## src/design/hpsc_consts.vh

```
`ifndef HPSC_CONSTS_VH
`define HPSC_CONSTS_VH
// ----------------------------------------
// Register offsets
// ----------------------------------------
`define HPSC_ADDR_CTRL_A 8'h02
`define HPSC_ADDR_CTRL_B 8'h03
`define HPSC_ADDR_STAT_A 8'h04
`define HPSC_ADDR_STAT_B 8'h05
`define HPSC_ADDR_SHARED 8'h06
// ----------------------------------------
// Reset values
// ----------------------------------------
`define HPSC_CTRL_RESET 3'h0
`define HPSC_MASK_RESET 1'h0
// ----------------------------------------
// Field positions
// ----------------------------------------
`define HPSC_CTRL_AUX_EN 0
`define HPSC_CTRL_MAIN_EN 1
`define HPSC_CTRL_INHIBIT 2
`define HPSC_STAT_F3V 0
`define HPSC_STAT_F12V 2
`define HPSC_STAT_FAUX 4
`define HPSC_SH_OT 1
`define HPSC_SH_UV 2
`define HPSC_SH_MASK 3
// ----------------------------------------
// Timing
// ----------------------------------------
`define HPSC_CLK_MHZ 50
`define HPSC_DEGLITCH_MS 5
`define HPSC_DEGLITCH_CYC (`HPSC_DEGLITCH_MS * 1000 * `HPSC_CLK_MHZ)
`endif

```

## src/design/hpsc_regs.v

```verilog
// Behaviour
// RL1: control accepts 00h-07h: aux, main, inhibit
// RL2: control write in direct mode forces SMBus
// RL3: control read: main good bit6, aux bit7
// RL4: aux good needs enable and output good
// RL5: main good needs enable, both outputs good
// RL6: inhibit bit makes force pin ignored
// RL7: main on needs enable, no fault, aux ok
// RL8: host clears fault by enable off then on
// RL9: aux on needs enable, no fault, input ok
// RL10: status bits 7,6,5 state; 4,2,0 flags
// RL11: fault bit mirrors pin, inactive under SMBus; the code shows the fault latch, which stays set while force releases the pin
// RL12: force pin low releases fault pin
// RL13: internal-on bits show actual supply state
// RL14: aux flag on overcurrent timeout or thermal
// RL15: main flags on timeout, thermal or fast trip
// RL16: write one clears flag, interrupt released
// RL17: host cycles enable and clears flag
// RL18: shared: inputs, mask, undervoltage, overtemp
// RL19: inputs reported after stable deglitch time
// RL20: mask low lets faults drive interrupt
// RL21: undervoltage flag only while main enabled
// RL22: echoed flag clears on next read if gone
// RL23: reserved bits read zero
// RL24: overtemp flag at stage two limit
// RL25: reserved writes and zero writes ignored
// RL26: interrupt while any unmasked flag set
`timescale 1ns/1ps
`include "hpsc_consts.vh"
module hpsc_regs #(
   parameter DEGLITCH_CYCLES = `HPSC_DEGLITCH_CYC
) (
   // Clock and reset
   input wire clock,
   input wire reset,
   // Register port
   input wire [7:0] reg_addr,
   input wire reg_write,
   input wire reg_read,
   input wire [7:0] reg_wdata,
   output reg [7:0] reg_rdata,
   // Direct mode pins, index 0 slot A, 1 slot B
   input wire [1:0] aux_en_pin,
   input wire [1:0] main_en_pin,
   input wire [1:0] force_on_pin_n,
   // Analog monitors
   input wire [1:0] aux_output_good,
   input wire [1:0] three_volt_good,
   input wire [1:0] twelve_volt_good,
   input wire [1:0] aux_input_ok,
   input wire [1:0] aux_oc_timeout,
   input wire [1:0] three_oc_timeout,
   input wire [1:0] twelve_oc_timeout,
   input wire [1:0] aux_oc_active,
   input wire [1:0] three_oc_active,
   input wire [1:0] twelve_oc_active,
   input wire [1:0] three_fast_trip,
   input wire [1:0] twelve_fast_trip,
   input wire [1:0] main_supply_low,
   input wire [1:0] aux_supply_low,
   input wire thermal_limit_stage_one,
   input wire thermal_limit_stage_two,
   // General inputs: a1, b1, a2, b2
   input wire [3:0] general_input,
   // Supply switches
   output reg [1:0] main_internal_on,
   output reg [1:0] aux_internal_on,
   // Open-drain pins, enable low while driving
   output wire [1:0] slot_fault_out,
   output wire [1:0] slot_fault_oe_n,
   output wire irq_out,
   output wire irq_oe_n,
   output reg smbus_mode
);
   // ----------------------------------------
   // State
   // ----------------------------------------
   reg [2:0] ctrl [0:1];
   reg [1:0] aux_fault_latch, main_fault_latch;
   reg [1:0] f_aux, f_12, f_3;
   reg [1:0] e_aux, e_12, e_3;
   reg uv_flag, ot_flag, e_uv, e_ot, irq_pin_mask;
   reg [3:0] gpi_stable, gpi_last;
   reg [31:0] gpi_cnt [0:3];
   reg [1:0] aux_on_req, main_on_req;
   reg [1:0] force_act;
   reg [1:0] aux_oc_evt, three_evt, twelve_evt;
   reg [1:0] fault_pin_low, fault_latched;
   reg uv_cond;
   // Loop indices, one per process
   integer i;
   integer j;
   integer n;

   function wr_hit;
      input [7:0] a;
      input [7:0] t;
      input w;
      begin
         wr_hit = w && (a == t);
      end
   endfunction

   // Over-current event: held fault with timeout or first thermal
   // limit, or a fast trip where the supply has one
   function oc_event;
      input active;
      input timeout;
      input stage_one;
      input fast;
      begin
         oc_event = (active & (timeout | stage_one)) | fast;
      end
   endfunction

   // ----------------------------------------
   // Combinational control
   // ----------------------------------------
   always @* begin
      uv_cond = 1'b0;
      for (j = 0; j < 2; j = j + 1) begin
         // Force pin honoured only when not inhibited
         force_act[j] = ~force_on_pin_n[j] &
            ~ctrl[j][`HPSC_CTRL_INHIBIT]; // RL6
         aux_on_req[j] = smbus_mode ? ctrl[j][`HPSC_CTRL_AUX_EN] :
            aux_en_pin[j];
         main_on_req[j] = smbus_mode ? ctrl[j][`HPSC_CTRL_MAIN_EN] :
            main_en_pin[j];
         aux_oc_evt[j] = oc_event(aux_oc_active[j], aux_oc_timeout[j],
            thermal_limit_stage_one, 1'b0); // RL14
         three_evt[j] = oc_event(three_oc_active[j], three_oc_timeout[j],
            thermal_limit_stage_one, three_fast_trip[j]); // RL15
         twelve_evt[j] = oc_event(twelve_oc_active[j],
            twelve_oc_timeout[j], thermal_limit_stage_one,
            twelve_fast_trip[j]); // RL15
         fault_latched[j] = aux_fault_latch[j] | main_fault_latch[j];
         // Pin shows the latch; the status bit keeps it under force
         fault_pin_low[j] = fault_latched[j] & ~force_act[j]; // RL12
         if (main_on_req[j] & main_supply_low[j])
            uv_cond = 1'b1; // RL21
      end
   end

   // Fault pin released while forced; inactive meaning under SMBus only in bit
   assign slot_fault_out = 2'h0;
   assign slot_fault_oe_n = ~fault_pin_low; // RL12
   // Interrupt on any unmasked flag
   assign irq_out = 1'b0;
   assign irq_oe_n = ~(~irq_pin_mask & (|f_aux | |f_12 | |f_3 |
      uv_flag | ot_flag)); // RL20 RL26

   // ----------------------------------------
   // Registers
   // ----------------------------------------
   always @(posedge clock) begin
      if (reset) begin
         smbus_mode <= 1'b0;
         ctrl[0] <= `HPSC_CTRL_RESET;
         ctrl[1] <= `HPSC_CTRL_RESET;
         aux_fault_latch <= 2'h0;
         main_fault_latch <= 2'h0;
         main_internal_on <= 2'h0;
         aux_internal_on <= 2'h0;
         f_aux <= 2'h0;
         f_12 <= 2'h0;
         f_3 <= 2'h0;
         e_aux <= 2'h0;
         e_12 <= 2'h0;
         e_3 <= 2'h0;
         uv_flag <= 1'b0;
         ot_flag <= 1'b0;
         e_uv <= 1'b0;
         e_ot <= 1'b0;
         irq_pin_mask <= `HPSC_MASK_RESET;
      end else begin
         for (i = 0; i < 2; i = i + 1) begin
            if (wr_hit(reg_addr, `HPSC_ADDR_CTRL_A + i[7:0], reg_write)) begin
               ctrl[i] <= reg_wdata[2:0]; // RL1 RL25
               // Mode latch: only reset leaves SMBus control
               smbus_mode <= 1'b1; // RL2
            end
            // Latch clears only while enable is low
            if (!aux_on_req[i])
               aux_fault_latch[i] <= 1'b0; // RL8
            else if (aux_oc_evt[i] | thermal_limit_stage_two)
               aux_fault_latch[i] <= 1'b1;
            if (!main_on_req[i])
               main_fault_latch[i] <= 1'b0; // RL8
            else if (three_evt[i] | twelve_evt[i] | main_supply_low[i] |
               thermal_limit_stage_two)
               main_fault_latch[i] <= 1'b1;
            // Force skips faults but not aux input lockout or stage two
            main_internal_on[i] <= aux_input_ok[i] & ~thermal_limit_stage_two
               & ((main_on_req[i] & ~main_fault_latch[i]) | force_act[i]); // RL7 RL13
            aux_internal_on[i] <= aux_input_ok[i] & ~aux_supply_low[i] &
               ~thermal_limit_stage_two &
               ((aux_on_req[i] & ~aux_fault_latch[i]) | force_act[i]); // RL9 RL13
            // Echo reset: write one arms, next read clears if gone
            if (wr_hit(reg_addr, `HPSC_ADDR_STAT_A + i[7:0], reg_write)) begin
               // Arm only a set flag: a stale arm would eat a later fault
               e_aux[i] <= e_aux[i] |
                  (reg_wdata[`HPSC_STAT_FAUX] & f_aux[i]); // RL16 RL25
               e_12[i] <= e_12[i] |
                  (reg_wdata[`HPSC_STAT_F12V] & f_12[i]);
               e_3[i] <= e_3[i] | (reg_wdata[`HPSC_STAT_F3V] & f_3[i]);
            end
            if (wr_hit(reg_addr, `HPSC_ADDR_STAT_A + i[7:0], reg_read)) begin
               if (e_aux[i] & ~aux_oc_evt[i]) begin
                  f_aux[i] <= 1'b0; // RL22
                  e_aux[i] <= 1'b0;
               end
               if (e_12[i] & ~twelve_evt[i]) begin
                  f_12[i] <= 1'b0; // RL22
                  e_12[i] <= 1'b0;
               end
               if (e_3[i] & ~three_evt[i]) begin
                  f_3[i] <= 1'b0; // RL22
                  e_3[i] <= 1'b0;
               end
            end
            // Set wins over clear
            if (aux_oc_evt[i])
               f_aux[i] <= 1'b1; // RL14
            if (twelve_evt[i])
               f_12[i] <= 1'b1; // RL15
            if (three_evt[i])
               f_3[i] <= 1'b1; // RL15
         end
         if (wr_hit(reg_addr, `HPSC_ADDR_SHARED, reg_write)) begin
            irq_pin_mask <= reg_wdata[`HPSC_SH_MASK]; // RL18
            e_uv <= e_uv | (reg_wdata[`HPSC_SH_UV] & uv_flag); // RL21
            e_ot <= e_ot | (reg_wdata[`HPSC_SH_OT] & ot_flag); // RL24
         end
         if (wr_hit(reg_addr, `HPSC_ADDR_SHARED, reg_read)) begin
            if (e_uv & ~uv_cond) begin
               uv_flag <= 1'b0; // RL22
               e_uv <= 1'b0;
            end
            if (e_ot & ~thermal_limit_stage_two) begin
               ot_flag <= 1'b0; // RL22
               e_ot <= 1'b0;
            end
         end
         // Flag reads zero whenever no main supply is requested
         if (!(|main_on_req))
            uv_flag <= 1'b0; // RL21
         else if (uv_cond)
            uv_flag <= 1'b1; // RL21
         if (thermal_limit_stage_two)
            ot_flag <= 1'b1; // RL24
      end
   end

   // ----------------------------------------
   // General input deglitch
   // ----------------------------------------
   // Counter stops at the limit, so a long steady input never wraps
   always @(posedge clock) begin
      for (n = 0; n < 4; n = n + 1) begin
         if (reset) begin
            gpi_cnt[n] <= 32'h0;
            gpi_last[n] <= 1'b0;
            gpi_stable[n] <= 1'b0;
         end else if (general_input[n] != gpi_last[n]) begin
            gpi_last[n] <= general_input[n];
            gpi_cnt[n] <= 32'h0;
         end else if (gpi_cnt[n] >= DEGLITCH_CYCLES - 1) begin
            gpi_stable[n] <= gpi_last[n]; // RL19
         end else begin
            gpi_cnt[n] <= gpi_cnt[n] + 32'h1;
         end
      end
   end

   // ----------------------------------------
   // Read data, registered for next cycle
   // ----------------------------------------
   always @(posedge clock) begin
      if (reset) begin
         reg_rdata <= 8'h00;
      end else if (reg_read) begin
         case (reg_addr)
            `HPSC_ADDR_CTRL_A, `HPSC_ADDR_CTRL_B: begin
               reg_rdata <= {aux_on_req[reg_addr[0]] &
                  aux_output_good[reg_addr[0]],
                  main_on_req[reg_addr[0]] & three_volt_good[reg_addr[0]] &
                  twelve_volt_good[reg_addr[0]],
                  3'h0, ctrl[reg_addr[0]]}; // RL3 RL4 RL5 RL23
            end
            `HPSC_ADDR_STAT_A, `HPSC_ADDR_STAT_B: begin
               // Latched fault, not the pin: force only releases the pin
               reg_rdata <= {fault_latched[reg_addr[0]] & ~smbus_mode,
                  main_internal_on[reg_addr[0]],
                  aux_internal_on[reg_addr[0]],
                  f_aux[reg_addr[0]], 1'b0, f_12[reg_addr[0]], 1'b0,
                  f_3[reg_addr[0]]}; // RL10 RL11 RL13 RL23
            end
            `HPSC_ADDR_SHARED: begin
               reg_rdata <= {gpi_stable[3], gpi_stable[2], gpi_stable[1],
                  gpi_stable[0], irq_pin_mask, uv_flag, ot_flag,
                  1'b0}; // RL18 RL23
            end
            default: begin
               reg_rdata <= 8'h00; // RL23
            end
         endcase
      end
   end
endmodule

```

## config.mk

```make
export PLATFORM = sky130hd
export DESIGN_NAME = hpsc_regs
export DESIGN_NICKNAME = d
export VERILOG_FILES = /design/src/design/hpsc_regs.v
export VERILOG_INCLUDE_DIRS = /design/src /design/src/design
export SDC_FILE = /design/constraint.sdc
export NUM_CORES = 1
export LEC_CHECK = 0
export ABC_AREA = 1
export BUFFER_PORTS_ARGS = -buffer_cell sky130_fd_sc_hd__buf_2
export CAP_MARGIN = 5
export CORE_ASPECT_RATIO = 0.9
export CORE_MARGIN = 4
export CORE_UTILIZATION = 50
export DETAILED_ROUTE_END_ITERATION = 10
export GPL_TIMING_DRIVEN = 0
export PLACE_DENSITY = 0.69
export SKIP_LAST_GASP = 1
export SLEW_MARGIN = 30
export SYNTH_ARGS = -nofsm -noshare
export SYNTH_HDL_FRONTEND = slang
export SYNTH_SLANG_ARGS = --single-unit
```

## constraint.sdc

```tcl
create_clock -name clock -period 2.6 [get_ports clock]
set_input_delay 0.52 -clock clock [delete_from_list [all_inputs] [get_ports clock]]
set_output_delay 0.52 -clock clock [all_outputs]
set_load 0.03 [all_outputs]
```

* Word level (Yosys, flattened, before mapping) *
Memory sizes are Yosys's and may differ from the RTL's.
Index checks and enable logic that the tools add are counted.

operators by class
  $add $sub $neg = 4
  magnitude comparators = 5
  eq/ne operators = 9
  multiplexer cells = 125
  bitwise gates (word level) = 126
  reduce and logical (&&, ||, !) cells = 48

operators by type and width
  operator                 count
  $mux W32                 8
  $add A32 B1 Y32 const B  4
  $ge A32 B18 Y1 const B   4
  $mux W1                  114
  $and A1 B1 Y1            47
  $or A1 B1 Y1             46
  $reduce_bool A2 Y1       17
  $not A1 Y1               32
  $eq A8 B3 Y1 const B     3
  $pmux W8 S3              1
  $reduce_and A2 Y1        12
  $reduce_or A2 Y1         11
  $eq A8 B2 Y1 const B     2
  $logic_and A1 B1 Y1      8
  $mux W3                  2
  $ne A1 B1 Y1             4
  $lt A1 B2 Y1 const B     1
  $not A2 Y2               1

storage, ports and cells
  bits in registers = 42
  RAM bits = 134
  input port bits = 60
  output and inout bits = 19
  word-level logic and storage cells = 349
  memories = 2

memories
  memory   depth  bits a word  rd ports  clocked after memory_dff  write ports  RTL line        source
  gpi_cnt  4      32           4         0                         4            hpsc_regs.v:84  reg [31:0] gpi_cnt [0:3];
  ctrl     2      3            3         0                         2            hpsc_regs.v:78  reg [2:0] ctrl [0:1];

* Depth between registers and ports, before layout *
An unclocked memory read counts as a cell.

  depth in word-level cells = 10
  gate-level depth with buffers = 10
  mapped depth without buffers = 10

* Worst setup path after synthesis *
OpenSTA, ideal clock, no wires.

  kind = input-to-reg
  start point = in reset
  end point = mem gpi_cnt[2][0] (enable)
  data arrival time = 1.822 ns
  data required time = 2.039 ns
  setup slack = 0.217 ns
  cell stages on the path = 4
  path through = inv_1 -> clkbuf_1 -> buf_2 -> nand3_1

RTL lines
  element          RTL line        source
  start, declared  hpsc_regs.v:35  input wire reset,
  end, declared    hpsc_regs.v:84

==> impl_metrics.tcl <==
set metrics [dict create \
    status "finished clean" \
    antenna_found_initial 2 \
    clock_latency_ps 430 \
    fin_crit_sh_pct 86.9 \
    fin_util_pct 60.6 \
    fin_nets 1129 \
    p_sw_share_pct 23.1 \
    n_fill_cell 1405 \
    synth_top_area_cell "edfxtp_1" \
    synth-seq-cells 176 \
    synth_top_flop_cell "edfxtp_1" \
    drcViolationCount 0 \
    endpoint "gpi_cnt[1][2]" \
    fin_cells 1285 \
    cts_sinks 176 \
    period_needed_ps 2260 \
    via_count 6336 \
    cts_made_buffers 17 \
    n_antenna_cell 0 \
    fp.coreArea_sq_mm 0.0162 \
    design.die.area_sq_mm 0.0188 \
    clk_path_buf_depth 2 \
    seqCellArea_sq_mm 0.00486 \
    cts-hold-fix-buffers 0 \
    critical-path-slowest-cell "nand2_2" \
    start_util_pct 51.3 \
    reg2reg_setup_slack_ps 340 \
    drt-pass1-iter-count 5 \
    cp-end-kind "flop" \
    tns_ps 0 \
    grt_remaining_overflow 0 \
    grt_pass1_wl_mm 27.5 \
    portBuffers 72 \
    cp_data_required_time_ps 2660 \
    routedWlPerCell_microns 13.0 \
    rsz0062_at_grt "false" \
    path_class "reg2reg" \
    ioPinCount 79 \
    final_layout_size_suffix_gt1_share_pct 13.2 \
    tightest_slew_ps 755 \
    skew_ps 8.81 \
    cts_resized 0 \
    multi_input_area_sq_mm 0.00328 \
    dpl.hpwl_mm 12.2 \
    cts_setup_buffers 0 \
    internal-power_mw 4.98 \
    ir_worst_vdd_v 0.000516 \
    crit_chain "ha_1, nand3_1, nand3_1, nand2_1, nand2_1, nand2_1, nand2_1, nand2_2" \
    setup_violations 0 \
    min_path_type "in2reg" \
    r2r_end "gpi_cnt[1][2]" \
    combPwrFrac_pct 6.5 \
    finalMaxSlewViolations 0 \
    p_per_area_mw_per_mm2 658 \
    clk_pin_slew_ps 70 \
    first_global_vias 5968 \
    ys_seq_area_share_pct 58.4 \
    setup.worst_path.start "gpi_cnt[1][0]" \
    ctsRootBufferMaster "clkbuf_16" \
    grt_usage_pct 18.5 \
    die_w_microns 144 \
    yosysTopAreaCellShare_pct 48.3 \
    htree_levels 4 \
    synth.distinct_cells 40 \
    p_switching_mw 1.49 \
    critPathMaxFanout 32 \
    critPathLaunchType "flop" \
    path_depth 8 \
    worst-r2r-cell-count 8 \
    clkPwrFrac_pct 42.2 \
    synth_edf_count 134 \
    async_reset_ff_share_pct 0 \
    path_buf_inv 0 \
    path_common_cell "nand2_1" \
    yosys_warnings 0 \
    place_inst 1253 \
    fin_hold_ws_ps 245 \
    maxCapViolations 0 \
    syn_area_per_cell_sq_um 9.11 \
    max_freq_mhz 443 \
    row_count 44 \
    grt_max_degree 33 \
    gp_congestion 0.906 \
    cts_tree "done" \
    r2r-start "gpi_cnt[1][0]" \
    via_per_inst 4.93 \
    antenna_left 0 \
    die_y_microns 131 \
    cp.arrival_ps 2310 \
    crit_family "simple AND/OR/NAND/NOR gates" \
    syn_area_sq_mm 0.00834 \
    seqPwrFrac_pct 51.3 \
    synth_cells 915 \
    synth_area_leaders "edfxtp_1 (48%), dfxtp_1 (10%), nand2_1 (8.8%)" \
    drt-initial-drc-count 452 \
    leakagePower_nw 3.96 \
    max_slew_margin_pct 49.5 \
    hold_viol 0 \
    slowest_delay_ps 560 \
    total_power_mw 6.48 \
    drt-total-wl_mm 16.8 \
    area_delta_synth_final_pct 18.1 \
]
metrics by stage:
step	setup slack, ps	area (sq um)
detailed placement	138	9210
CTS	316	9850
floorplan	217	8550
global route	86.9	9850
finish	342	9850
global placement	-743	9170
layout by cell type (no fill, tap or decap), types with 2 or more instances in the layout:
cell type / netlist / final
o21a_1: 2 / 2
buf_2: 6 / 78
ha_1: 4 / 4
nor3b_1: 3 / 3
nor3_1: 32 / 32
nor2_2: 7 / 7
and3_1: 3 / 3
clkbuf_1: 3 / 4
or2_1: 4 / 4
buf_1: 2 / 2
conb_1: 1 / 59
xnor2_1: 9 / 9
nand2_1: 196 / 193
nor3_2: 4 / 4
xor2_1: 27 / 27
a31oi_1: 13 / 13
dfxtp_1: 42 / 42
bufinv_16: 0 / 4
clkbuf_16: 0 / 17
nand3_2: 4 / 5
a21oi_1: 44 / 44
inv_6: 0 / 5
edfxtp_1: 134 / 134
buf_4: 3 / 3
nor2_1: 165 / 165
or2_2: 5 / 5
nand3_1: 54 / 53
clkinv_4: 0 / 3
o21ai_0: 29 / 29
inv_1: 91 / 91
o21ai_1: 2 / 2
nand4_1: 14 / 14
nand2_2: 0 / 3
worst reg2reg max path, cell delays in order (launching register included):
cell      delay (ps)
edfxtp_1         470
ha_1             270
nand3_1          130
nand3_1           80
nand2_1           60
nand2_1           60
nand2_1          120
nand2_1          130
nand2_2          560
power by group through the flow:
stage	Clock, mW	Combinational (mW)	Sequential, mW
2_1_floorplan	0	0.279	3.36
3_3_place_gp	0	0.404	3.38
3_5_place_dp	0	0.418	3.38
4_1_cts	2.79	0.421	3.32
5_1_grt	2.90	0.484	3.34
6_report	2.73	0.422	3.32
synthesized netlist by cell type (13+ instances only):
library cell  number
dfxtp_1           42
nor2_1           165
inv_1             91
a31oi_1           13
a21oi_1           44
nor3_1            32
xor2_1            27
nand4_1           14
nand2_1          196
o21ai_0           29
edfxtp_1         134
nand3_1           54
cell type report:
class,instances,area share (%)
flip-flops and latches,176,49.4
multi-input cells,691,33.3
clock buffers,18,4.36
repair buffers,73,3.94
inverters,91,3.47
well taps,207,2.63
clock inverters,14,2.06
plain buffers,15,0.839
state kept, by name, summed over array words and instances, names as in the netlist, 4 cells and up:
| register | count |
|---|---|
| reg_rdata | 8 |
| gpi_stable | 4 |
| gpi_cnt | 128 |
| ctrl | 6 |
| gpi_last | 4 |
how the worst min path moves through the flow:
stage	start	to	slack (ps)	cells after the start
finish	aux_supply_low[1]	aux_internal_on[1]	250	2
global route	aux_supply_low[1]	aux_internal_on[1]	230	2
CTS	aux_supply_low[1]	aux_internal_on[1]	230	2
detailed placement	gpi_stable[3]	gpi_stable[3]	450	2
global placement	gpi_stable[3]	gpi_stable[3]	450	2
floorplan	gpi_stable[3]	gpi_stable[3]	430	2
cells by family (layout without fill, tap and decap cells):
logic type               after synthesis  count (layout)  share of synthesized area, %
AO/OA/AOI/OAI                         95              95                          6.12
XOR/XNOR                              36              36                          3.78
adder cells (fa/ha/maj)                4               4                         0.600
buffers and inverters                106             211                          5.09
flip-flops                           176             176                          58.4
other                                  1              59                        0.0450
AND/OR/NAND/NOR                      497             497                          26.0
metal layers:
metal	vias to the layer above	track usage (%)	routed length [microns]	share of wire, %
li1	3300	-	-	-
met1	2875	23.6	7530	45
met2	133	30.5	8060	48
met3	24	5.75	904	5.4
met4	4	5.43	235	1.4
met5	-	0	31	0.18
No activity file was read; power rests on OpenSTA's default activity.
